### src/aidf_cfg.svh
`ifndef AIDF_CFG_SVH
`define AIDF_CFG_SVH

// Register byte offsets
`define AIDF_OFS_CTRL      8'h00
`define AIDF_OFS_STATUS    8'h04
`define AIDF_OFS_MASK      8'h08
`define AIDF_OFS_CALTRIM   8'h0C
`define AIDF_OFS_DATA0     8'h10
`define AIDF_OFS_DATA7     8'h2C

// Control field positions
`define AIDF_CTRL_EIGHT    0
`define AIDF_CTRL_A_RNG    1
`define AIDF_CTRL_A_FMT    4
`define AIDF_CTRL_B_RNG    5
`define AIDF_CTRL_B_FMT    8
`define AIDF_CTRL_CAL_EN   9
`define AIDF_CTRL_RESET    10'h201

// Status and mask bit positions
`define AIDF_ST_OOR        0
`define AIDF_ST_CAL        1
`define AIDF_ST_SCAN       2

// Data word layout
`define AIDF_DW_OOR        15
`define AIDF_DW_ERR        14

// Count limits
`define AIDF_RAW_MAX       14'sh1068
`define AIDF_NOM_COUNTS    4096
`define AIDF_CB_MAX        14'h270F

// Calibration reference target and tolerance
`define AIDF_CAL_REF       14'sh0800
`define AIDF_CAL_TOL       14'sh0002

// Timing
`define AIDF_CLK_PERIOD_NS 25
`define AIDF_UPD4_NS       2400000
`define AIDF_UPD8_NS       3000000
`define AIDF_SLOT4_CYC     (`AIDF_UPD4_NS / (`AIDF_CLK_PERIOD_NS * 5))
`define AIDF_SLOT8_CYC     (`AIDF_UPD8_NS / (`AIDF_CLK_PERIOD_NS * 9))

`endif

### src/aidf_pkg.sv
package aidf_pkg;

  // Input span selection per group
  typedef enum logic [2:0] {
    AIDF_RNG_0_5    = 3'b000,
    AIDF_RNG_0_10   = 3'b001,
    AIDF_RNG_1_5    = 3'b010,
    AIDF_RNG_BIP_10 = 3'b011,
    AIDF_RNG_BIP_5  = 3'b100
  } aidf_range_t;

  // Group settings
  typedef struct packed {
    aidf_range_t full_scale_span;
    logic        scaled_decimal_format;
  } aidf_grp_cfg_t;

  // Converter result
  typedef struct packed {
    logic              valid;
    logic              cal;
    logic [2:0]        chan;
    logic signed [13:0] code;
  } aidf_sample_t;

  // Converter request
  typedef struct packed {
    logic       req;
    logic       cal;
    logic [2:0] chan;
  } aidf_conv_req_t;

endpackage : aidf_pkg

### src/aidf_top.sv
`timescale 1ns/1ps
`include "aidf_cfg.svh"
// Summary of operation
// Channels split into groups A and B; split point depends on four/eight mode.
// Each group selects one of five input spans governing scaling.
// Up to 2% over span is not out of range; none below.
// Every channel refreshed within 2.4 ms (four) or 3.0 ms (eight).
// Calibration checked in background, trim corrected only on drift, conversions continue.
// Results carry twelve bits of resolution, 4096 counts nominal span.
// Raw count value held between 0 and 4200 for every span.
// Raw or converted format selected separately per group.
// Converted value computed from raw count as unsigned four-digit reading.
// Controller uses converted format only with unipolar spans.
// Good data clears data word bits 14 and 15; bit 15 stays set for 15 good samples after a clipped one.
// Out-of-range data sets bit 15, clears bit 14, lights indicator.
// Samples below 0 or above 4200 clamped before averaging.
// Sixteen-bit word, value right-justified, status bits separate.
module aidf_top
  import aidf_pkg::*;
#(
  parameter int SLOT4_CYC  = `AIDF_SLOT4_CYC,
  parameter int SLOT8_CYC  = `AIDF_SLOT8_CYC,
  parameter int AVG_SHIFT  = 2,
  parameter int CAL_EVERY  = 16
)(
  input  wire logic           aclk,
  input  wire logic           aresetn,
  input  wire logic [7:0]     s_axi_awaddr,
  input  wire logic           s_axi_awvalid,
  output logic                s_axi_awready,
  input  wire logic [31:0]    s_axi_wdata,
  input  wire logic [3:0]     s_axi_wstrb,
  input  wire logic           s_axi_wvalid,
  output logic                s_axi_wready,
  output logic [1:0]          s_axi_bresp,
  output logic                s_axi_bvalid,
  input  wire logic           s_axi_bready,
  input  wire logic [7:0]     s_axi_araddr,
  input  wire logic           s_axi_arvalid,
  output logic                s_axi_arready,
  output logic [31:0]         s_axi_rdata,
  output logic [1:0]          s_axi_rresp,
  output logic                s_axi_rvalid,
  input  wire logic           s_axi_rready,
  input  wire aidf_sample_t   sample,
  output aidf_conv_req_t      conv,
  output logic signed [7:0]   cal_trim,
  output logic                oor_led,
  output logic                irq
);

  // Software state
  logic [9:0]          ctrl_r;
  logic [2:0]          status_r;
  logic [2:0]          mask_r;
  logic signed [7:0]   trim_r;
  aidf_grp_cfg_t       grp_a;
  aidf_grp_cfg_t       grp_b;
  logic                eight_mode;

  // Channel storage
  logic [13+AVG_SHIFT:0] acc_r [8];
  logic [15:0]           word_r [8];
  logic [7:0]            oor_cnt_r [8];

  // Scheduler
  logic [15:0]         slot_cnt_r;
  logic [3:0]          slot_idx_r;
  logic [7:0]          cal_cnt_r;
  aidf_conv_req_t      conv_r;

  // Events
  logic                ev_oor;
  logic                ev_cal;
  logic                ev_scan;

  // Bus handshake state
  logic                aw_hold_r;
  logic                w_hold_r;
  logic [7:0]          aw_addr_r;
  logic [31:0]         w_data_r;
  logic [3:0]          w_strb_r;
  logic                wr_go;

  assign eight_mode = ctrl_r[`AIDF_CTRL_EIGHT];
  assign grp_a      = aidf_grp_cfg_t'({ctrl_r[`AIDF_CTRL_A_RNG +: 3], ctrl_r[`AIDF_CTRL_A_FMT]});
  assign grp_b      = aidf_grp_cfg_t'({ctrl_r[`AIDF_CTRL_B_RNG +: 3], ctrl_r[`AIDF_CTRL_B_FMT]});

  // Group B starts at channel 4 (eight) or channel 2 (four)
  function automatic logic in_grp_b(input logic [2:0] ch, input logic eight);
    in_grp_b = eight ? ch[2] : ch[1];
  endfunction : in_grp_b

  // Scale raw counts to an unsigned millivolt-like reading
  function automatic logic [13:0] to_decimal(input logic [12:0] raw, input aidf_range_t rng);
    logic [27:0] prod;
    logic [27:0] val;
    prod = 28'h0000000;
    val  = 28'h0000000;
    case (rng)
      AIDF_RNG_0_5:  prod = 28'(raw) * 28'd5000;
      AIDF_RNG_0_10: prod = 28'(raw) * 28'd10000;
      AIDF_RNG_1_5:  prod = 28'(raw) * 28'd4000;
      default:       prod = 28'(raw) * 28'd4096;
    endcase
    val = (prod + 28'h0000800) >> 12; // rounded
    if (rng == AIDF_RNG_1_5)
      val = val + 28'd1000; // Live zero offset
    if (val > 28'(`AIDF_CB_MAX))
      val = 28'(`AIDF_CB_MAX); // Four digits only
    to_decimal = val[13:0];
  endfunction : to_decimal

  // Clamp a converter code to the raw count window
  function automatic logic [12:0] clamp_raw(input logic signed [13:0] code);
    if (code < 14'sh0000)
      clamp_raw = 13'h0000; // no under margin
    else if (code > `AIDF_RAW_MAX)
      clamp_raw = 13'h1068;
    else
      clamp_raw = code[12:0]; // 2% over span kept
  endfunction : clamp_raw

  // Slot scheduler: one slot per channel plus one for calibration
  always_ff @(posedge aclk)
  begin
    if (!aresetn)
    begin
      slot_cnt_r <= 16'h0000;
      slot_idx_r <= 4'h0;
      conv_r     <= '0;
    end
    else
    begin
      conv_r.req <= 1'b0;
      if (32'(slot_cnt_r) >= (eight_mode ? SLOT8_CYC : SLOT4_CYC) - 1)
      begin
        slot_cnt_r  <= 16'h0000;
        conv_r.req  <= 1'b1;
        conv_r.cal  <= (slot_idx_r == (eight_mode ? 4'h8 : 4'h4)); // interleaved
        conv_r.chan <= slot_idx_r[2:0];
        if (slot_idx_r >= (eight_mode ? 4'h8 : 4'h4))
          slot_idx_r <= 4'h0;
        else
          slot_idx_r <= slot_idx_r + 4'h1;
      end
      else
        slot_cnt_r <= slot_cnt_r + 16'h0001;
    end
  end

  assign ev_scan = conv_r.req && conv_r.cal;

  // Background trim: correct only when the reference reading drifts
  always_ff @(posedge aclk)
  begin
    if (!aresetn)
    begin
      trim_r    <= 8'sh00;
      cal_cnt_r <= 8'h00;
    end
    else if (sample.valid && sample.cal && ctrl_r[`AIDF_CTRL_CAL_EN])
    begin
      cal_cnt_r <= (32'(cal_cnt_r) >= CAL_EVERY - 1) ? 8'h00 : cal_cnt_r + 8'h01;
      if (sample.code > `AIDF_CAL_REF + `AIDF_CAL_TOL && trim_r != 8'sh80)
        trim_r <= trim_r - 8'sh01;
      else if (sample.code < `AIDF_CAL_REF - `AIDF_CAL_TOL && trim_r != 8'sh7F)
        trim_r <= trim_r + 8'sh01;
    end
  end

  assign ev_cal = sample.valid && sample.cal && ctrl_r[`AIDF_CTRL_CAL_EN]
                  && (sample.code > `AIDF_CAL_REF + `AIDF_CAL_TOL || sample.code < `AIDF_CAL_REF - `AIDF_CAL_TOL);
  assign ev_oor = sample.valid && !sample.cal && (sample.code < 14'sh0000 || sample.code > `AIDF_RAW_MAX);

  // Per-channel averaging and word assembly
  for (genvar c = 0; c < 8; c++)
  begin : g_chan
    logic                  hit;
    logic                  clip;
    logic [12:0]           x;
    logic [13+AVG_SHIFT:0] acc_nxt;
    logic [12:0]           avg;
    logic [7:0]            oor_nxt;
    aidf_grp_cfg_t         cfg;

    assign hit     = sample.valid && !sample.cal && sample.chan == 3'(c);
    assign clip    = sample.code < 14'sh0000 || sample.code > `AIDF_RAW_MAX;
    assign x       = clamp_raw(sample.code);
    assign acc_nxt = acc_r[c] + (14+AVG_SHIFT)'(x) - (14+AVG_SHIFT)'(acc_r[c] >> AVG_SHIFT);
    assign avg     = acc_nxt[AVG_SHIFT +: 13]; // never above 4200
    // Flag persists while a clipped sample is still inside the average
    assign oor_nxt = clip ? 8'((1 << AVG_SHIFT) * 4) : (oor_cnt_r[c] != 8'h00 ? oor_cnt_r[c] - 8'h01 : 8'h00);
    assign cfg     = in_grp_b(3'(c), eight_mode) ? grp_b : grp_a;

    always_ff @(posedge aclk)
    begin
      if (!aresetn)
      begin
        acc_r[c]     <= '0;
        oor_cnt_r[c] <= 8'h00;
        word_r[c]    <= 16'h0000;
      end
      else if (hit)
      begin
        acc_r[c]     <= acc_nxt;
        oor_cnt_r[c] <= oor_nxt;
        word_r[c][`AIDF_DW_OOR] <= (oor_nxt != 8'h00);
        word_r[c][`AIDF_DW_ERR] <= 1'b0;
        // Bipolar spans fall back to raw counts; converted word has no sign
        if (cfg.scaled_decimal_format && cfg.full_scale_span inside {AIDF_RNG_0_5, AIDF_RNG_0_10, AIDF_RNG_1_5})
          word_r[c][13:0] <= to_decimal(avg, cfg.full_scale_span);
        else
          word_r[c][13:0] <= {1'b0, avg};
      end
    end
  end

  // Indicator lit while any active channel holds a clipped sample
  always_ff @(posedge aclk)
  begin
    if (!aresetn)
      oor_led <= 1'b0;
    else
      oor_led <= (word_r[0][15] | word_r[1][15] | word_r[2][15] | word_r[3][15])
                 | (eight_mode & (word_r[4][15] | word_r[5][15] | word_r[6][15] | word_r[7][15]));
  end

  // Write channel: address and data accepted in either order
  assign wr_go = aw_hold_r && w_hold_r && !s_axi_bvalid;

  always_ff @(posedge aclk)
  begin
    if (!aresetn)
    begin
      aw_hold_r     <= 1'b0;
      w_hold_r      <= 1'b0;
      aw_addr_r     <= 8'h00;
      w_data_r      <= 32'h00000000;
      w_strb_r      <= 4'h0;
      s_axi_awready <= 1'b1;
      s_axi_wready  <= 1'b1;
      s_axi_bvalid  <= 1'b0;
      s_axi_bresp   <= 2'b00;
    end
    else
    begin
      if (s_axi_awvalid && s_axi_awready)
      begin
        aw_hold_r     <= 1'b1;
        aw_addr_r     <= s_axi_awaddr;
        s_axi_awready <= 1'b0;
      end
      if (s_axi_wvalid && s_axi_wready)
      begin
        w_hold_r     <= 1'b1;
        w_data_r     <= s_axi_wdata;
        w_strb_r     <= s_axi_wstrb;
        s_axi_wready <= 1'b0;
      end
      if (wr_go)
      begin
        aw_hold_r    <= 1'b0;
        w_hold_r     <= 1'b0;
        s_axi_bvalid <= 1'b1;
        s_axi_bresp  <= (aw_addr_r[7:2] <= 6'h03) ? 2'b00 : 2'b10; // Data words are read only
      end
      if (s_axi_bvalid && s_axi_bready)
      begin
        s_axi_bvalid  <= 1'b0;
        s_axi_awready <= 1'b1;
        s_axi_wready  <= 1'b1;
      end
    end
  end

  // Control and mask registers
  always_ff @(posedge aclk)
  begin
    if (!aresetn)
    begin
      ctrl_r <= `AIDF_CTRL_RESET;
      mask_r <= 3'h0;
    end
    else if (wr_go)
    begin
      if (aw_addr_r[7:2] == 6'(`AIDF_OFS_CTRL >> 2))
      begin
        if (w_strb_r[0])
          ctrl_r[7:0] <= w_data_r[7:0];
        if (w_strb_r[1])
          ctrl_r[9:8] <= w_data_r[9:8];
      end
      if (aw_addr_r[7:2] == 6'(`AIDF_OFS_MASK >> 2) && w_strb_r[0])
        mask_r <= w_data_r[2:0];
    end
  end

  // Sticky status; a new event wins over a same-cycle clear
  always_ff @(posedge aclk)
  begin
    if (!aresetn)
      status_r <= 3'h0;
    else
    begin
      for (int b = 0; b < 3; b++)
      begin
        if (wr_go && aw_addr_r[7:2] == 6'(`AIDF_OFS_STATUS >> 2) && w_strb_r[0] && w_data_r[b])
          status_r[b] <= 1'b0;
      end
      if (ev_oor)
        status_r[`AIDF_ST_OOR] <= 1'b1;
      if (ev_cal)
        status_r[`AIDF_ST_CAL] <= 1'b1;
      if (ev_scan)
        status_r[`AIDF_ST_SCAN] <= 1'b1;
    end
  end

  always_ff @(posedge aclk)
  begin
    if (!aresetn)
      irq <= 1'b0;
    else
      irq <= |(status_r & mask_r);
  end

  // Read channel: one cycle from address to data
  always_ff @(posedge aclk)
  begin
    if (!aresetn)
    begin
      s_axi_arready <= 1'b1;
      s_axi_rvalid  <= 1'b0;
      s_axi_rdata   <= 32'h00000000;
      s_axi_rresp   <= 2'b00;
    end
    else if (s_axi_arvalid && s_axi_arready)
    begin
      s_axi_arready <= 1'b0;
      s_axi_rvalid  <= 1'b1;
      s_axi_rresp   <= 2'b00;
      s_axi_rdata   <= 32'h00000000;
      if (s_axi_araddr[7:2] == 6'(`AIDF_OFS_CTRL >> 2))
        s_axi_rdata <= {22'h000000, ctrl_r};
      else if (s_axi_araddr[7:2] == 6'(`AIDF_OFS_STATUS >> 2))
        s_axi_rdata <= {29'h00000000, status_r};
      else if (s_axi_araddr[7:2] == 6'(`AIDF_OFS_MASK >> 2))
        s_axi_rdata <= {29'h00000000, mask_r};
      else if (s_axi_araddr[7:2] == 6'(`AIDF_OFS_CALTRIM >> 2))
        s_axi_rdata <= {{24{trim_r[7]}}, trim_r};
      else if (s_axi_araddr >= `AIDF_OFS_DATA0 && s_axi_araddr <= `AIDF_OFS_DATA7)
        s_axi_rdata <= {16'h0000, word_r[3'(s_axi_araddr[7:2] - 6'h04)]};
      else
        s_axi_rresp <= 2'b10; // Unmapped
    end
    else if (s_axi_rvalid && s_axi_rready)
    begin
      s_axi_rvalid  <= 1'b0;
      s_axi_arready <= 1'b1;
    end
  end

  assign conv     = conv_r;
  assign cal_trim = trim_r;

endmodule : aidf_top

### config.mk
export PLATFORM = sky130hd
export DESIGN_NAME = aidf_top
export DESIGN_NICKNAME = d
export VERILOG_FILES = /design/src/aidf_pkg.sv /design/src/aidf_top.sv
export VERILOG_INCLUDE_DIRS = /design/src /design/src/src
export SDC_FILE = /design/constraint.sdc
export NUM_CORES = 2
export LEC_CHECK = 0
export BUFFER_PORTS_ARGS = -buffer_cell sky130_fd_sc_hd__buf_2
export CELL_PAD_IN_SITES_DETAIL_PLACEMENT = 0
export CELL_PAD_IN_SITES_GLOBAL_PLACEMENT = 1
export CORE_ASPECT_RATIO = 0.6
export CORE_MARGIN = 2
export CORE_UTILIZATION = 45
export DETAILED_ROUTE_END_ITERATION = 8
export PLACE_DENSITY_LB_ADDON = 0.1
export SLEW_MARGIN = 20
export SYNTH_ARGS = -nofsm -noshare
export SYNTH_HDL_FRONTEND = slang
export SYNTH_SLANG_ARGS = --single-unit
### constraint.sdc
create_clock -name aclk -period 15.5 [get_ports aclk]
set_input_delay 1.55 -clock aclk [delete_from_list [all_inputs] [get_ports aclk]]
set_output_delay 1.55 -clock aclk [all_outputs]
set_load 0.02 [all_outputs]
* After elaboration in Yosys (flattened, before gate mapping) *
Memories as Yosys holds them, arrays and structs flattened.
Index checks and enable logic that the tools add are counted.

word-level totals
  bits in registers = 114
  memories = 3
  bits of input ports = 78
  bits in writable memories = 312
  output and inout bits = 56

cells by class
  equal/unequal tests = 23
  multipliers = 24
  reductions and logical operators = 78
  bitwise logic cells = 50
  mux-type cells = 265
  order comparisons = 17
  add/sub/neg operators = 46

memory list
  name       words  width  read ports  clocked after memory_dff  wr ports  RTL line        source
  acc_r      8      16     8           0                         8         aidf_top.sv:62  logic [13+AVG_SHIFT:0] acc_r [8];
  word_r     8      15     9           0                         8         aidf_top.sv:63  logic [15:0] word_r [8];
  oor_cnt_r  8      8      8           0                         8         aidf_top.sv:64  logic [7:0] oor_cnt_r [8];

operators by type and width
  cell                                                                     number
  28-bit 2-to-1 mux                                                        48
  14-bit 2-to-1 mux                                                        48
  27-bit case mux with 3 select lines                                      8
  13-bit by 10-bit multiplier with 23-bit output (second input constant)   16
  28-bit by 12-bit adder with 28-bit output (second input constant)        8
  28-bit by 14-bit > comparator with 1-bit output (second input constant)  8
  8-bit 2-to-1 mux                                                         26
  13-bit by 7-bit multiplier with 20-bit output (second input constant)    8
  16-bit 2-to-1 mux                                                        9
  16-bit by 10-bit adder with 17-bit output (second input constant)        8
  17-bit 2-to-1 mux                                                        8
  16-bit by 13-bit adder with 16-bit output                                8
  32-bit 2-to-1 mux                                                        4
  8-bit nonzero test                                                       16
  16-bit by 14-bit subtractor with 16-bit output                           8
  1-bit 2-to-1 mux                                                         100
  8-bit by 1-bit subtractor with 8-bit output (second input constant)      8
  1-bit OR                                                                 47
  1-bit logical AND                                                        34
  16-bit by 32-bit greater-or-equal comparator with 1-bit output           1
  13-bit 2-to-1 mux                                                        2
  3-bit by 2-bit equality test with 1-bit output (second input constant)   6
  6-bit by 2-bit equality test with 1-bit output (second input constant)   3
  16-bit by 1-bit adder with 16-bit output (second input constant)         1
  35 further kinds                                                         70

* Logic depth before layout (Yosys ltp) *
  word-level depth = 23
  gate-level depth with buffers = 49
  mapped depth without buffers = 45

* Worst setup path after synthesis *
OpenSTA, ideal clock, no wires.

  path kind = input to register
  from = in sample[2] (netlist bit)
  to = mem word_r[1][6] (netlist bit) (data pin)
  data arrival time = 11.856 ns
  setup slack = 3.378 ns
  data required time = 15.234 ns
  stages = 43
  cell sequence = o31a_1 > o211ai_1 > a31oi_1 > nor2_1 > clkbuf_1 > clkbuf_1 > nand2_1 > fa_1 > inv_1 > ha_1 > a21o_1 > a21oi_1 > a2111oi_0 > a211oi_1 > inv_1 > fa_1 > ha_1 > inv_1 > [... 7 more ...] > clkbuf_1 > nand2_1 > o21ai_0 > or2_2 > a221oi_1 > mux2i_1 > a211o_2 > o21ai_2 > or4_4 > or3_1 > a22oi_1 > a31oi_1 > xnor2_1 > or4_1 > a41o_1 > buf_4 > a31oi_1 > nor2_1

RTL lines
  what                RTL line        source
  start: declaration  aidf_top.sv:45  input wire aidf_sample_t sample,
  end: declaration    aidf_top.sv:63

==> results.toml <==
[outcome]
status = "finished, final reports clean"

[detailed_routing]
vias = 62230
dr.pass1.iters = 6
drt-vias-per-instance = 5.923
drtIter0Drc = 6928
ant_nets = 0
wirelength_um = 248000
wl_per_cell_um = 23.61
drc = 0

[clock_network]
clock_latency_ns = 0.64
postCtsHoldBufs = 0
cts_buffers = 47
cts.sinks = 406
clockBufferDepth = 3
cts_tree = "done"
cts_root_buf = "clkbuf_16"
ctsResizeCount = 0
clk_pin_slew_worst_paths_ns = 0.07
post_cts_buffers = 0
cts_max_level = 2

[global_route]
met3_usage = 0.05440
grtUsageMet2 = 0.4000
grt.met1_usage = 0.5057
grt_max_degree = 45
first_global_vias = 58160
grt_pass1_wl_um = 374400
top_usage_layer = "met1"
overflow = 0
antenna_found_initial = 10
grt_usage = 0.3047

[timing]
setup_tns_ns = 0
whs_ns = 0.4559
setup_viol = 0
clock_skew_ns = 0.02965
relSlewSlack = 0.1865
fin_crit_sh = 0.8904
rsz0062_at_grt = "no"
worst_slew_pin_slew_ns = 1.204
hold_violations = 0
fmaxAchievable_mhz = 72.45
finalMaxSlewViolations = 0
period_needed_ns = 13.80

[floorplanning]
core_region_area_um2 = 156000
die_w_um = 516.7
fp-row-count = 112
initial_utilization = 0.4550
io_pins = 134
die_area_um2 = 161000
die_y_um = 311.6

[worst_setup_path]
crit_type = "in -> reg"
critPathMostFrequentCell = "inv_1"
worst_setup_path_start_kind = "input port"
critPathMaxStageDelay_ns = 0.77
cp_slowest_cell = "fa_1"
critPathMaxFanout = 20
arrival_ns = 14.17
crit_required_ns = 15.86
crit_path_end_kind = "flip-flop"

[final_layout]
fill_cells = 15070
drive_gt1_frac = 0.07627
final_core_util = 0.4889
instances_no_fill = 10510
area_growth_pct = 7.451
multi_input_area_um2 = 53530
regArea_um2 = 11250
final_nets = 9979

[hold_path]
hold_class = "reg -> reg"

[synthesis]
yosys.area.top_type_share = 0.1789
ys_ff_latch = 406
synth_edf_count = 312
synth.area.top_cells = "ha_1, fa_1, edfxtp_1"
avgSynthCellArea_um2 = 8.601
synth_ff_type = "edfxtp_1"
synthesis.area_um2 = 70970
yosysTopAreaCell = "ha_1"
async_flop_share = 0
syn_inst = 8251
ys_seq_area_frac = 0.1585
netlist-cell-type-count = 139
yosys_warnings = 0

[placement]
hpwl_um = 203600
io_buffers = 105
placedCellCount = 10410
gp_congestion = 0.9751

[job]
max-cap-violations = 0
## per-stage QoR
stage               setup slack, ns  area [µm²]
floorplan                     3.378       70970
global placement              1.529       74720
detailed placement            1.213       74730
CTS                           1.889       76220
global route                  1.057       76250
finish                        1.698       76260
## worst max-delay path, delay by kind of cell
kind / cells / cell delay, ns
compound gates: 11 / 4.10
fa+ha+maj: 7 / 3.55
simple gates: 10 / 3.19
buf+inv: 8 / 1.11
xor+xnor: 3 / 0.58
## cell usage in the layout, fill, tap and decap left out, types with 75 or more instances in the layout
cell / synthesis / final
inv_1: 1457 / 1456
ha_1: 1015 / 1015
nor2_1: 639 / 636
fa_1: 533 / 533
nand2_1: 435 / 433
a21oi_1: 415 / 413
edfxtp_1: 312 / 312
xnor2_1: 290 / 288
o21ai_0: 291 / 280
nor3_1: 193 / 191
buf_4: 20 / 175
xor2_1: 159 / 159
nand3_1: 148 / 148
a21o_1: 133 / 133
buf_2: 22 / 105
a31oi_1: 98 / 98
mux2i_1: 97 / 93
dfxtp_1: 94 / 93
nand4_1: 86 / 86
o21a_1: 82 / 82
and3_1: 76 / 76
a211oi_1: 77 / 76
or3_1: 75 / 75
## metal layers
layer	routed length, µm	vias to the layer above
met4	4463	2
li1	-	29150
met5	38	-
met3	23450	210
met1	127300	30400
met2	92810	2463
## layout make-up
| class | instances | area share |
|---|---|---|
| multi-input cells | 6157 | 0.7020 |
| flip-flops and latches | 406 | 0.1476 |
| inverters | 1461 | 0.07193 |
| well taps | 2109 | 0.03460 |
| repair buffers | 280 | 0.02412 |
| clock buffers | 60 | 0.01687 |
| clock inverters | 27 | 0.002740 |
| diodes | 6 | 0.0001969 |
## cell usage after synthesis, types with 24 or more instances
cell and n:
o21ai_0 291, and2_1 69, mux2i_1 97, a31oi_1 98
mux4_2 30, a21oi_1 415, a221oi_1 60, edfxtp_1 312
o221ai_1 24, ha_1 1015, clkbuf_1 169, o21bai_1 52
xor2_1 159, inv_1 1457, nor2b_1 46, nor2_1 639
a211oi_1 77, dfxtp_1 94, a211o_1 37, o21a_1 82
nand3_1 148, nand2b_1 70, a22oi_1 24, xnor2_1 290
nand4_1 86, o22ai_1 46, or2_2 48, and3_1 76
nand3b_1 25, nor3_1 193, o31ai_1 32, or3_1 75
a21o_1 133, o31a_1 26, nor4_1 63, nand2_1 435
nor3b_1 36, fa_1 533, or4_1 28, o211ai_1 65
## registers in the layout, summed over array words and instances, names as in the netlist, 2 cells and up
name         flops
acc_r          128
word_r         120
oor_cnt_r       64
s_axi_rdata     16
slot_cnt_r      16
ctrl_r          10
w_data_r        10
cal_trim         8
aw_addr_r        6
conv             5
slot_idx_r       4
mask_r           3
status_r         3
w_strb_r         2
## final timing paths
kind	end	startpoint	slack, ns	cells past startpoint
hold / removal	s_axi_rdata[2]	s_axi_rdata[2]	0.46	2
setup reg to reg	word_r[6][2]	acc_r[1][35]	4.30	34
setup / recovery	word_r[1][6]	sample[10]	1.70	39
hold reg to reg	s_axi_rdata[2]	s_axi_rdata[2]	0.46	2
## cell families after synthesis
| kind of cell | share of synthesized area |
|---|---|
| flip-flops | 0.1585 |
| buffers and inverters | 0.09078 |
| AO/OA/AOI/OAI | 0.1825 |
| AND/OR/NAND/NOR | 0.1554 |
| XOR/XNOR | 0.05717 |
| other | 0.00005284 |
| multiplexers | 0.02622 |
| adder cells (fa/ha/maj) | 0.3293 |
Power is left out: the tool's default activity adds up to more than one toggle a clock period on the data nets, which glitch-free logic cannot reach.
